**src/logic/svc_down_counter.sv**
```systemverilog
`timescale 1ns/100ps
module svc_down_counter #(
  parameter int CNT_W = 10
) (
  // Clock and reset.
  input  wire logic             i_clk,
  input  wire logic             i_reset_n,
  // Load port.
  input  wire logic             i_load,
  input  wire logic [CNT_W-1:0] i_value,
  // State.
  output logic      [CNT_W-1:0] o_count,
  output logic                  o_busy,
  output logic                  o_last
);

  localparam logic [CNT_W-1:0] ZERO = '0;
  localparam logic [CNT_W-1:0] ONE  = {{(CNT_W-1){1'b0}}, 1'b1};

  logic [CNT_W-1:0] cnt_r;

  // A load of L keeps the counter busy for exactly L cycles.
  always_ff @(posedge i_clk or negedge i_reset_n) begin
    if (!i_reset_n) begin
      cnt_r <= ZERO;
    end else if (i_load) begin
      cnt_r <= i_value;
    end else if (cnt_r != ZERO) begin
      cnt_r <= cnt_r - ONE;
    end
  end

  // Outputs show the clocks still to run, including the present one.
  assign o_count = cnt_r;
  assign o_busy  = (cnt_r != ZERO);
  assign o_last  = (cnt_r == ONE);

endmodule

```
**config.mk**
```make
export PLATFORM = sky130hd
export DESIGN_NAME = svc_down_counter
export DESIGN_NICKNAME = d
export VERILOG_FILES = /design/src/logic/svc_down_counter.sv
export SDC_FILE = /design/constraint.sdc
export NUM_CORES = 1
export LEC_CHECK = 0
export ABC_AREA = 0
export ABC_CLOCK_PERIOD_IN_PS = 1600
export BUFFER_PORTS_ARGS = -buffer_cell sky130_fd_sc_hd__buf_2
export CAP_MARGIN = 30
export CELL_PAD_IN_SITES_DETAIL_PLACEMENT = 0
export CELL_PAD_IN_SITES_GLOBAL_PLACEMENT = 1
export CORE_ASPECT_RATIO = 1.2
export CORE_MARGIN = 1.5
export CORE_UTILIZATION = 29
export CTS_BUF_LIST = sky130_fd_sc_hd__clkbuf_16
export DETAILED_ROUTE_END_ITERATION = 10
export PLACE_DENSITY_LB_ADDON = 0.1
export SLEW_MARGIN = 40
export SYNTH_ARGS = -nofsm -noshare
export SYNTH_HDL_FRONTEND = slang
export SYNTH_SLANG_ARGS = --single-unit
```
**constraint.sdc**
```tcl
create_clock -name i_clk -period 1.6 [get_ports i_clk]
set_input_delay 0.16 -clock i_clk [delete_from_list [all_inputs] [get_ports i_clk]]
set_output_delay 0.16 -clock i_clk [all_outputs]
set_load 0.01 [all_outputs]
```
==> flow_metrics.py, run 1 <==
metrics = {
    "run_status": {
        "status": "finished, violations left",
        "violations": "setup timing",
    },
    "synthesis": {
        "synthXorXnorAreaFrac": 0.0570,
        "synth_ff_type": "dfrtp_1",
        "synth_top_area_share": 0.407,
        "syn_avg_cell_area_um2": 9.60,
        "synthDistinctLibCells": 29,
        "synth_top_family_by_area": "simple AND/OR/NAND/NOR gates",
        "synth_commonest_cells": "dfrtp_1 (10), nand2_1 (7)",
        "synth_edf_count": 0,
        "yosys.area.top_type": "dfrtp_1",
        "synth_compound_area_frac": 0.183,
        "yosysWarnings": 0,
        "synth_fp_nets": 79,
        "synth_area_um2": 614,
        "synth.area.mux_share": 0.0530,
        "synth-simple-area-share": 0.206,
        "yosysMostFrequentCell": "dfrtp_1",
        "yosys-top-cells-area": "dfrtp_1 (41%), nand2_1 (4.3%), a22o_1 (4.3%)",
        "async_reset_ff_frac": 1.00,
        "synthAdderAreaFrac": 0.0407,
        "synth_cells": 64,
        "synth_seq_area_share": 0.407,
        "synth-seq-cells": 10,
    },
    "worst_setup_path": {
        "cp-end-kind": "primary output",
        "crit_path_top_delay_cell": "dfrtp_1",
        "arrival_ns": 1.50,
        "rrSetupSlack_ns": -0.03,
        "cp.required_ns": 1.44,
        "slowest_delay_ns": 0.41,
        "critPathMaxFanout": 4,
        "crit_type": "reg -> out",
        "cp_cell_sequence": "nor4_4 -> nand2_2 -> nor4b_2 -> buf_2",
        "crit_path_start_kind": "flip-flop",
    },
    "routing": {
        "drt-initial-drc-count": 4,
        "dr.pass1.iters": 4,
        "wl_per_cell_um": 13.4,
        "drtAntennaViolNets": 0,
        "wl_met1_um": 676,
        "wl_met3_um": 59,
        "vias": 653,
        "drc_errors": 0,
        "viasPerCell": 5.14,
        "wirelength_mm": 1.71,
        "dr_wl_met2_um": 927,
        "topRoutingLayerUsed": "met4",
    },
    "layout": {
        "final_util": 0.524,
        "n_antenna_cell": 0,
        "largest_reg_flops": 10,
        "syn_to_final_growth_pct": 72.9,
        "layout-drive-gt1-share": 0.654,
        "multi_input_area_um2": 412,
        "seq_area_um2": 254,
        "fill_cells": 212,
        "design.final.nets": 124,
    },
    "global_route": {
        "grt_antenna_before_repair": 0,
        "grt_overflow_total": 0,
        "grt_use_total": 0.167,
        "grt_max_degree": 17,
        "grt_pass1_vias": 662,
        "grt_pass1_wl_mm": 2.78,
    },
    "timing": {
        "slew_headroom": 0.785,
        "holdWs_ns": 0.129,
        "fin_worst_skew_ns": 0.00297,
        "fmax_mhz": 601,
        "setup_tns_ns": -0.150,
        "layout_setup_ws_ns": -0.0642,
        "min_period_over_period": 1.04,
        "setup-violations-final": 5,
        "rsz0062_at_grt": "true",
        "final_max_slew_viol_count": 0,
        "hold_violations": 0,
        "tightest_slew_ns": 0.320,
        "fin_crit_ns": 1.66,
    },
    "die": {
        "rows": 18,
        "io-pin-count": 25,
        "start_util": 0.303,
        "die_w_um": 45.0,
        "dieHeight_um": 53.4,
        "coreArea_mm2": 0.00203,
        "dieArea_mm2": 0.00240,
    },
    "min_path": {
        "hold_class": "in -> reg",
    },
    "place": {
        "io_buffer_count": 24,
        "hpwlAfterDp_mm": 1.27,
        "gp_congestion": 0.670,
    },
    "clock_network": {
        "clkTransAtPathRegs_ns": 0.04,
        "clockBufferDepth": 2,
        "cts_sinks": 10,
        "numCtsBuffers": 3,
        "cts_tree": "built",
        "clk_latency_ns": 0.24,
        "htree_levels": 1,
        "clock-root-buffer": "clkbuf_16",
    },
    "power": {
        "powerDensity_mw_per_mm2": 1070,
        "peakVddDrop_v": 0.000610,
        "leakagePower_uw": 0.000495,
    },
    "run": {
        "maxCapViolations": 0,
    },
}
## power breakdown
part | total (uW) | internal (uW) | leakage [uW] | switching [uW]
sequential | 329 | 290 | 0.000117 | 39.0
combinational | 367 | 199 | 0.000341 | 167
clock | 442 | 324 | 0.0000370 | 118
## what timing repair did
item / CTS / global route
setup endpoints to repair: 7 / 10
hold buffers: 1 / 0
resized for setup: 2 / 10
setup buffers: 2 / 0
pin swaps: 2 / 2
endpoints found under the hold margin: 10 / 0
## layout by cell type (no fill, tap or decap), drive strengths merged
cell,netlist,routed
buf,1,43
xnor2,3,3
mux2,2,2
a22o,3,3
dlygate4sd3,0,1
ha,2,2
nor3b,1,1
or4,2,2
nor4b,1,1
a211oi,1,1
o41ai,1,1
inv,4,4
clkbuf,3,3
mux2i,1,1
xor2,1,1
nand2,7,7
nor3,1,1
o31a,1,1
or3b,1,1
nor2,3,3
nor4,3,3
and3,1,1
a21oi,3,3
o21ai,6,6
o31ai,2,2
dfrtp,10,10
## layout make-up
cell class              instances  area share
flip-flops and latches         10       0.239
clock buffers                   3      0.0707
repair buffers                 44       0.263
well taps                      20      0.0236
inverters                       4      0.0165
multi-input cells              46       0.388
## logic make-up (layout without fill, tap and decap cells)
family                   after synthesis  after routing
multiplexers                           3              3
adder cells (fa/ha/maj)                2              2
AND/OR/NAND/NOR                       20             20
buffers and inverters                  8             51
AO/OA/AOI/OAI                         17             17
XOR/XNOR                               4              4
flip-flops                            10             10
## worst max-delay path: cells and delay by family, from the launching register on
family | cells | cell delay [ns]
flip-flops | 1 | 0.41
buffers and inverters | 1 | 0.16
AND/OR/NAND/NOR | 3 | 0.69
## worst paths after layout
check	startpoint	end	cells after the start
max in group asynchronous	i_reset_n	o_count[0]$_DFFE_PN0P_	2
setup reg to reg	o_count[0]$_DFFE_PN0P_	o_count[6]$_DFFE_PN0P_	6
hold reg to reg	o_count[8]$_DFFE_PN0P_	o_count[8]$_DFFE_PN0P_	3
hold / removal	i_value[8]	o_count[8]$_DFFE_PN0P_	3
setup / recovery	o_count[7]$_DFFE_PN0P_	o_last	4
min in group asynchronous	i_reset_n	o_count[7]$_DFFE_PN0P_	2
## routing by layer
metal  vias up  global-route usage
li1        322                   -
met1       308               0.180
met2        18               0.293
met3         5              0.0307
met4         0               0.103
met5         -                   0
## metrics by stage
stage / power [uW] / std cells / setup WS (ns) / instance area [um^2]
2_1_floorplan: 497 / 64 / -0.0156 / 666
3_5_place_dp: 664 / 121 / -0.0359 / 915
5_1_grt: 1200 / 127 / -0.169 / 1060
6_report: 1140 / 127 / -0.0642 / 1060
4_1_cts: 1120 / 127 / -0.0943 / 1020
3_3_place_gp: 661 / 121 / -0.0252 / 915
Note: power is estimated with default switching activity, not from simulation.
==> run 2, diff against run 1 <==
--- a/config.mk
+++ b/config.mk
@@ -17,6 +17,7 @@
 export CTS_BUF_LIST = sky130_fd_sc_hd__clkbuf_16
 export DETAILED_ROUTE_END_ITERATION = 10
 export PLACE_DENSITY_LB_ADDON = 0.1
+export RECOVER_POWER = 50
 export SLEW_MARGIN = 40
 export SYNTH_ARGS = -nofsm -noshare
 export SYNTH_HDL_FRONTEND = slang
==> run 2 against run 1 <==
Net effect: global-route usage unchanged; clock power barely moved; first-iteration DRC count unchanged; non-clock buffer count unchanged; largest power group unchanged; fmax did not move; routed wire length is essentially flat; combinational power about the same; the flow still finishes with violations (setup timing); critical path type unchanged; clock skew stayed put.
==> flow_metrics.py, run 2 (synthesis results as in run 1) <==
metrics = {
    "run_status": {
        "status": "finished, violations left",
        "violations": "setup timing",
    },
    "clock_network": {
        "clk_latency_ns": 0.24,
        "clockBufferDepth": 2,
        "clock-root-buffer": "clkbuf_16",
        "cts_tree": "built",
        "numCtsBuffers": 3,
        "clkTransAtPathRegs_ns": 0.04,
        "cts_sinks": 10,
        "htree_levels": 1,
    },
    "layout": {
        "fin_area_mm2": 0.00106,
        "n_antenna_cell": 0,
        "layout_commonest_cell": "buf_2",
        "largest_reg_flops": 10,
        "layout-drive-gt1-share": 0.636,
        "final_cells": 127,
        "design.final.nets": 124,
        "final_cell_mix": "buf_2 (21), buf_4 (19), dfrtp_1 (7)",
        "syn_to_final_growth_pct": 72.5,
    },
    "timing": {
        "fin_worst_skew_ns": 0.00297,
        "min_period_over_period": 1.04,
        "slew_headroom": 0.598,
        "layout_setup_ws_ns": -0.0642,
        "rsz0062_at_grt": "true",
        "setup-violations-final": 5,
        "final_max_slew_viol_count": 0,
        "fmax_mhz": 601,
        "tightest_slew_ns": 0.603,
        "hold_violations": 0,
        "fin_crit_ns": 1.66,
    },
    "global_route": {
        "grt_antenna_before_repair": 0,
        "grt_pass1_vias": 662,
        "grt_overflow_total": 0,
        "grt_pass1_wl_mm": 2.78,
        "grt_use_total": 0.167,
        "grt_max_degree": 17,
    },
    "die": {
        "coreArea_mm2": 0.00203,
        "io-pin-count": 25,
        "dieHeight_um": 53.4,
        "start_util": 0.303,
        "die_w_um": 45.0,
        "dieArea_mm2": 0.00240,
        "rows": 18,
    },
    "run": {
        "maxCapViolations": 0,
    },
    "worst_setup_path": {
        "path_buf_inv": 1,
        "cp-end-kind": "primary output",
        "critPathMaxFanout": 4,
        "crit_family": "simple AND/OR/NAND/NOR gates",
        "cp.required_ns": 1.44,
        "arrival_ns": 1.50,
        "crit_type": "reg -> out",
        "crit_path_start_kind": "flip-flop",
        "cp_cell_sequence": "nor4_4 -> nand2_2 -> nor4b_2 -> buf_2",
        "crit_path_top_delay_cell": "dfrtp_1",
        "slowest_delay_ns": 0.41,
    },
    "routing": {
        "drtAntennaViolNets": 0,
        "wirelength_mm": 1.71,
        "viasPerCell": 5.15,
        "drc_errors": 0,
        "dr.pass1.iters": 4,
        "vias": 654,
        "drt-initial-drc-count": 4,
        "wl_per_cell_um": 13.4,
    },
    "power": {
        "powerDensity_mw_per_mm2": 1070,
        "leakagePower_uw": 0.000489,
        "peakVddDrop_v": 0.000610,
    },
    "place": {
        "placed_cells": 121,
        "io_buffer_count": 24,
        "place_area_um2": 915,
        "hpwlAfterDp_mm": 1.27,
        "gp_congestion": 0.670,
    },
    "min_path": {
        "hold_class": "in -> reg",
    },
}
[run 2: cell count changes in the layout (fill, tap and decap cells not counted), sizes merged]
cell / previous run / this run
buf: 43 / 41
clkbuf: 3 / 5
[run 2: what timing repair did]
action,4_1_cts,5_1_grt
buffers inserted,2,0
endpoints found under the setup margin,7,10
hold endpoints to repair,10,0
hold buffers,1,0
pin swaps,2,2
resized for setup,2,10
[run 2: worst paths after layout]
path / startpoint / end / slack, ns / depth (start not counted)
min in group asynchronous: i_reset_n / o_count[7]$_DFFE_PN0P_ / 0.44 / 2
max in group asynchronous: i_reset_n / o_count[0]$_DFFE_PN0P_ / 0.73 / 2
setup / recovery: o_count[7]$_DFFE_PN0P_ / o_last / -0.06 / 4
setup reg to reg: o_count[0]$_DFFE_PN0P_ / o_count[6]$_DFFE_PN0P_ / -0.03 / 6
hold / removal: i_value[8] / o_count[8]$_DFFE_PN0P_ / 0.13 / 3
hold reg to reg: o_count[8]$_DFFE_PN0P_ / o_count[8]$_DFFE_PN0P_ / 0.73 / 3
[run 2: cell type report]
class	count	area [um^2]
Sequential cell	10	254
Multi-Input combinational cell	46	412
Inverter	4	17.5
Fill cell	214	967
Tap cell	20	25.0
Timing Repair Buffer	44	277
Clock buffer	3	75.1
[run 2: where the power goes]
part           internal [uW]  total, uW  switching, uW
sequential               290        329           39.1
clock                    324        442            118
combinational            198        366            167
total                    813       1140            324
[run 2: routing by layer]
layer,GRT usage,vias to the layer above,wire length [um]
li1,-,322,-
met1,0.180,309,676
met2,0.293,18,926
met3,0.0307,5,59
met4,0.103,0,44
met5,0,-,0
[run 2: tightest hold or removal path: cells and delay by family]
| kind | cells | cell delay [ns] |
|---|---|---|
| AOI/OAI and AO/OA | 1 | 0.05 |
| buffers and inverters | 1 | 0.07 |
| and+or+nand+nor | 1 | 0.03 |
[run 2: through the flow]
| stage | hold WS, ns | util | TNS (ns) | power, uW | worst slack (ns) |
|---|---|---|---|---|---|
| finish | 0.129 | 0.523 | -0.150 | 1140 | -0.0642 |
| global route | 0.152 | 0.523 | -0.739 | 1200 | -0.169 |
| CTS | 0.132 | 0.504 | -0.169 | 1120 | -0.0943 |
| detailed placement | 0.0424 | 0.451 | -0.0857 | 664 | -0.0359 |
| global placement | 0.0391 | 0.451 | -0.0591 | 661 | -0.0252 |
| floorplan | -0.136 | - | -0.0288 | 497 | -0.0156 |
==> run 3, diff against run 2 <==
--- a/config.mk
+++ b/config.mk
@@ -5,7 +5,7 @@
 export SDC_FILE = /design/constraint.sdc
 export NUM_CORES = 1
 export LEC_CHECK = 0
-export ABC_AREA = 0
+export ABC_AREA = 1
 export ABC_CLOCK_PERIOD_IN_PS = 1600
 export BUFFER_PORTS_ARGS = -buffer_cell sky130_fd_sc_hd__buf_2
 export CAP_MARGIN = 30
@@ -16,6 +16,7 @@
 export CORE_UTILIZATION = 29
 export CTS_BUF_LIST = sky130_fd_sc_hd__clkbuf_16
 export DETAILED_ROUTE_END_ITERATION = 10
+export GPL_TIMING_DRIVEN = 0
 export PLACE_DENSITY_LB_ADDON = 0.1
 export RECOVER_POWER = 50
 export SLEW_MARGIN = 40
==> run 3 against run 2 <==
Net effect: synthesized cell count increased by 53%; sequential share of layout area rose by 2.3 points; die area is 10% higher; largest cell class unchanged; flip-flop and latch count did not move; critical path type unchanged; synthesized area grew 11%; the run now ends clean; highest routed layer is now met3; combinational power is 36% lower; routed wire length decreased by 4.6%.
==> flow_metrics.py, run 3 <==
metrics = {
    "run_status": {
        "status": "complete, no violations",
    },
    "clock_network": {
        "clockBufferDepth": 2,
        "clkTransAtPathRegs_ns": 0.04,
        "cts_sinks": 10,
        "cts_tree": "built",
        "numCtsBuffers": 3,
        "clock-root-buffer": "clkbuf_16",
        "htree_levels": 1,
        "clk_latency_ns": 0.23,
    },
    "timing": {
        "fin_worst_skew_ns": 0.00272,
        "min_period_over_period": 0.946,
        "setup-violations-final": 0,
        "slew_headroom": 0.601,
        "rsz0062_at_grt": "false",
        "layout_setup_ws_ns": 0.0870,
        "setup_tns_ns": 0,
        "final_max_slew_viol_count": 0,
        "hold_violations": 0,
        "fin_crit_ns": 1.51,
        "fmax_mhz": 661,
        "tightest_slew_ns": 0.598,
    },
    "worst_setup_path": {
        "critPathMaxFanout": 4,
        "arrival_ns": 1.35,
        "cp.required_ns": 1.44,
        "cp-end-kind": "primary output",
        "crit_type": "reg -> out",
        "crit_path_start_kind": "flip-flop",
    },
    "layout": {
        "n_antenna_cell": 0,
        "layout-drive-gt1-share": 0.289,
        "largest_reg_flops": 10,
        "syn_to_final_growth_pct": 39.6,
        "final_cell_mix": "nand2_1 (34), buf_2 (17), dfrtp_1 (10)",
        "layout_commonest_cell": "nand2_1",
        "final_util": 0.422,
        "fill_cells": 238,
        "design.final.nets": 145,
    },
    "place": {
        "hpwlAfterDp_mm": 1.27,
        "gp_congestion": 0.809,
        "pre_cts_ws_ns": 0.0826,
        "io_buffer_count": 24,
    },
    "routing": {
        "dr.pass1.iters": 2,
        "drc_errors": 0,
        "drt-initial-drc-count": 6,
        "viasPerCell": 4.28,
        "wirelength_mm": 1.63,
        "wl_per_cell_um": 10.2,
        "vias": 681,
        "drtAntennaViolNets": 0,
    },
    "global_route": {
        "grt_use_total": 0.141,
        "grt_pass1_wl_mm": 2.71,
        "grt_pass1_vias": 657,
        "grt_overflow_total": 0,
        "grt_antenna_before_repair": 0,
        "grt_max_degree": 11,
    },
    "synthesis": {
        "synth_area_um2": 683,
        "async_reset_ff_frac": 1.00,
        "yosys-top-cells-area": "dfrtp_1 (37%), nand2_1 (19%), inv_1 (4.9%)",
        "synth_cells": 98,
        "yosysMostFrequentCell": "nand2_1",
        "synth_commonest_cells": "nand2_1 (34), dfrtp_1 (10), inv_1 (9), nor2_1 (9), nand3_1 (6)",
        "synth_seq_area_share": 0.366,
        "synth_edf_count": 0,
        "synthDistinctLibCells": 20,
        "synth_fp_nets": 113,
        "synth-seq-cells": 10,
        "synth_ff_type": "dfrtp_1",
        "syn_avg_cell_area_um2": 6.97,
        "synth_top_area_share": 0.366,
        "yosysWarnings": 0,
        "yosys.area.top_type": "dfrtp_1",
    },
    "run": {
        "maxCapViolations": 0,
    },
    "power": {
        "p_comb_frac": 0.238,
        "pwr-share-seq": 0.329,
        "peakVddDrop_v": 0.000623,
        "power.switching_uw": 280,
        "cellInternalPower_uw": 704,
        "p_clk_frac": 0.433,
        "totalPowerFinal_uw": 984,
        "powerDensity_mw_per_mm2": 1030,
        "leakagePower_uw": 0.000476,
        "swShare": 0.285,
    },
    "die": {
        "coreArea_mm2": 0.00226,
        "io-pin-count": 25,
        "dieArea_mm2": 0.00266,
        "die_w_um": 47.3,
        "dieHeight_um": 56.2,
        "rows": 19,
        "start_util": 0.302,
    },
    "min_path": {
        "hold_class": "in -> reg",
    },
}
-- run 3: changes by cell type after synthesis, sizes merged, moves of 3 or more --
cell	previous run	this run
nor4	3	0
inv	4	12
a22o	3	0
nor2	3	13
nand3	0	7
nand2	7	37
-- run 3: power groups by stage --
stage,sequential [uW],combinational [uW],clock [uW]
2_1_floorplan,338,130,0
3_3_place_gp,327,221,0
3_5_place_dp,328,221,0
4_1_cts,325,237,441
5_1_grt,330,272,456
6_report,324,235,426
-- run 3: path summary, 6_finish.rpt --
kind / from / endpoint / slack [ns] / depth (start not counted)
max in group asynchronous: i_reset_n / o_count[8]$_DFFE_PN0P_ / 0.76 / 2
worst min-delay path: i_value[8] / o_count[8]$_DFFE_PN0P_ / 0.13 / 3
min in group asynchronous: i_reset_n / o_count[4]$_DFFE_PN0P_ / 0.45 / 2
worst max register to register: o_count[1]$_DFFE_PN0P_ / o_count[1]$_DFFE_PN0P_ / 0.26 / 7
worst max-delay path: o_count[1]$_DFFE_PN0P_ / o_busy / 0.09 / 6
worst min register to register: o_count[9]$_DFFE_PN0P_ / o_count[9]$_DFFE_PN0P_ / 0.58 / 4
-- run 3: metrics by stage --
step / instances / cell area (um^2) / hold WS [ns]
global placement: 153 / 842 / 0.0462
floorplan: 98 / 683 / -0.136
finish: 159 / 953 / 0.126
detailed placement: 153 / 842 / 0.0437
CTS: 158 / 947 / 0.122
global route: 159 / 953 / 0.137
-- run 3: cell families after synthesis --
| kind of cell | Yosys count | share of synthesized area |
|---|---|---|
| XOR/XNOR | 4 | 0.0513 |
| AO/OA/AOI/OAI | 9 | 0.0659 |
| buffers and inverters | 13 | 0.0714 |
| AND/OR/NAND/NOR | 60 | 0.408 |
| adder cells (fa/ha/maj) | 2 | 0.0366 |
| flip-flops | 10 | 0.366 |
-- run 3: metal layers --
layer / track usage / vias up / wire length, um
met3: 0.0292 / 0 / 48
met5: 0 / - / 0
met4: 0.0357 / 0 / 0
met1: 0.173 / 301 / 738
li1: - / 366 / -
met2: 0.239 / 14 / 843
-- run 3: area by class of cell --
class	count	area (um^2)	share of cell area
sequential	10	250	0.262
multi-input combinational	75	404	0.424
timing repair buffer	27	136	0.143
tap	31	38.8	0.0407
clock buffer	3	75.1	0.0787
buffer	1	3.75	0.00394
inverter	12	45.0	0.0472
-- run 3: what timing repair did --
action,CTS,global route
pin swaps,0,1
setup buffers,1,1
gates resized for setup,3,1
setup endpoints to repair,1,1
endpoints found under the hold margin,10,0
hold buffers,1,0
-- run 3: worst max-delay path, stage by stage (launching register included) --
cell and delay (ns):
dfrtp_1 0.40, inv_2 0.10, ha_4 0.16, nand2_2 0.07, nor2_4 0.15, nand3_4 0.10
buf_2 0.15
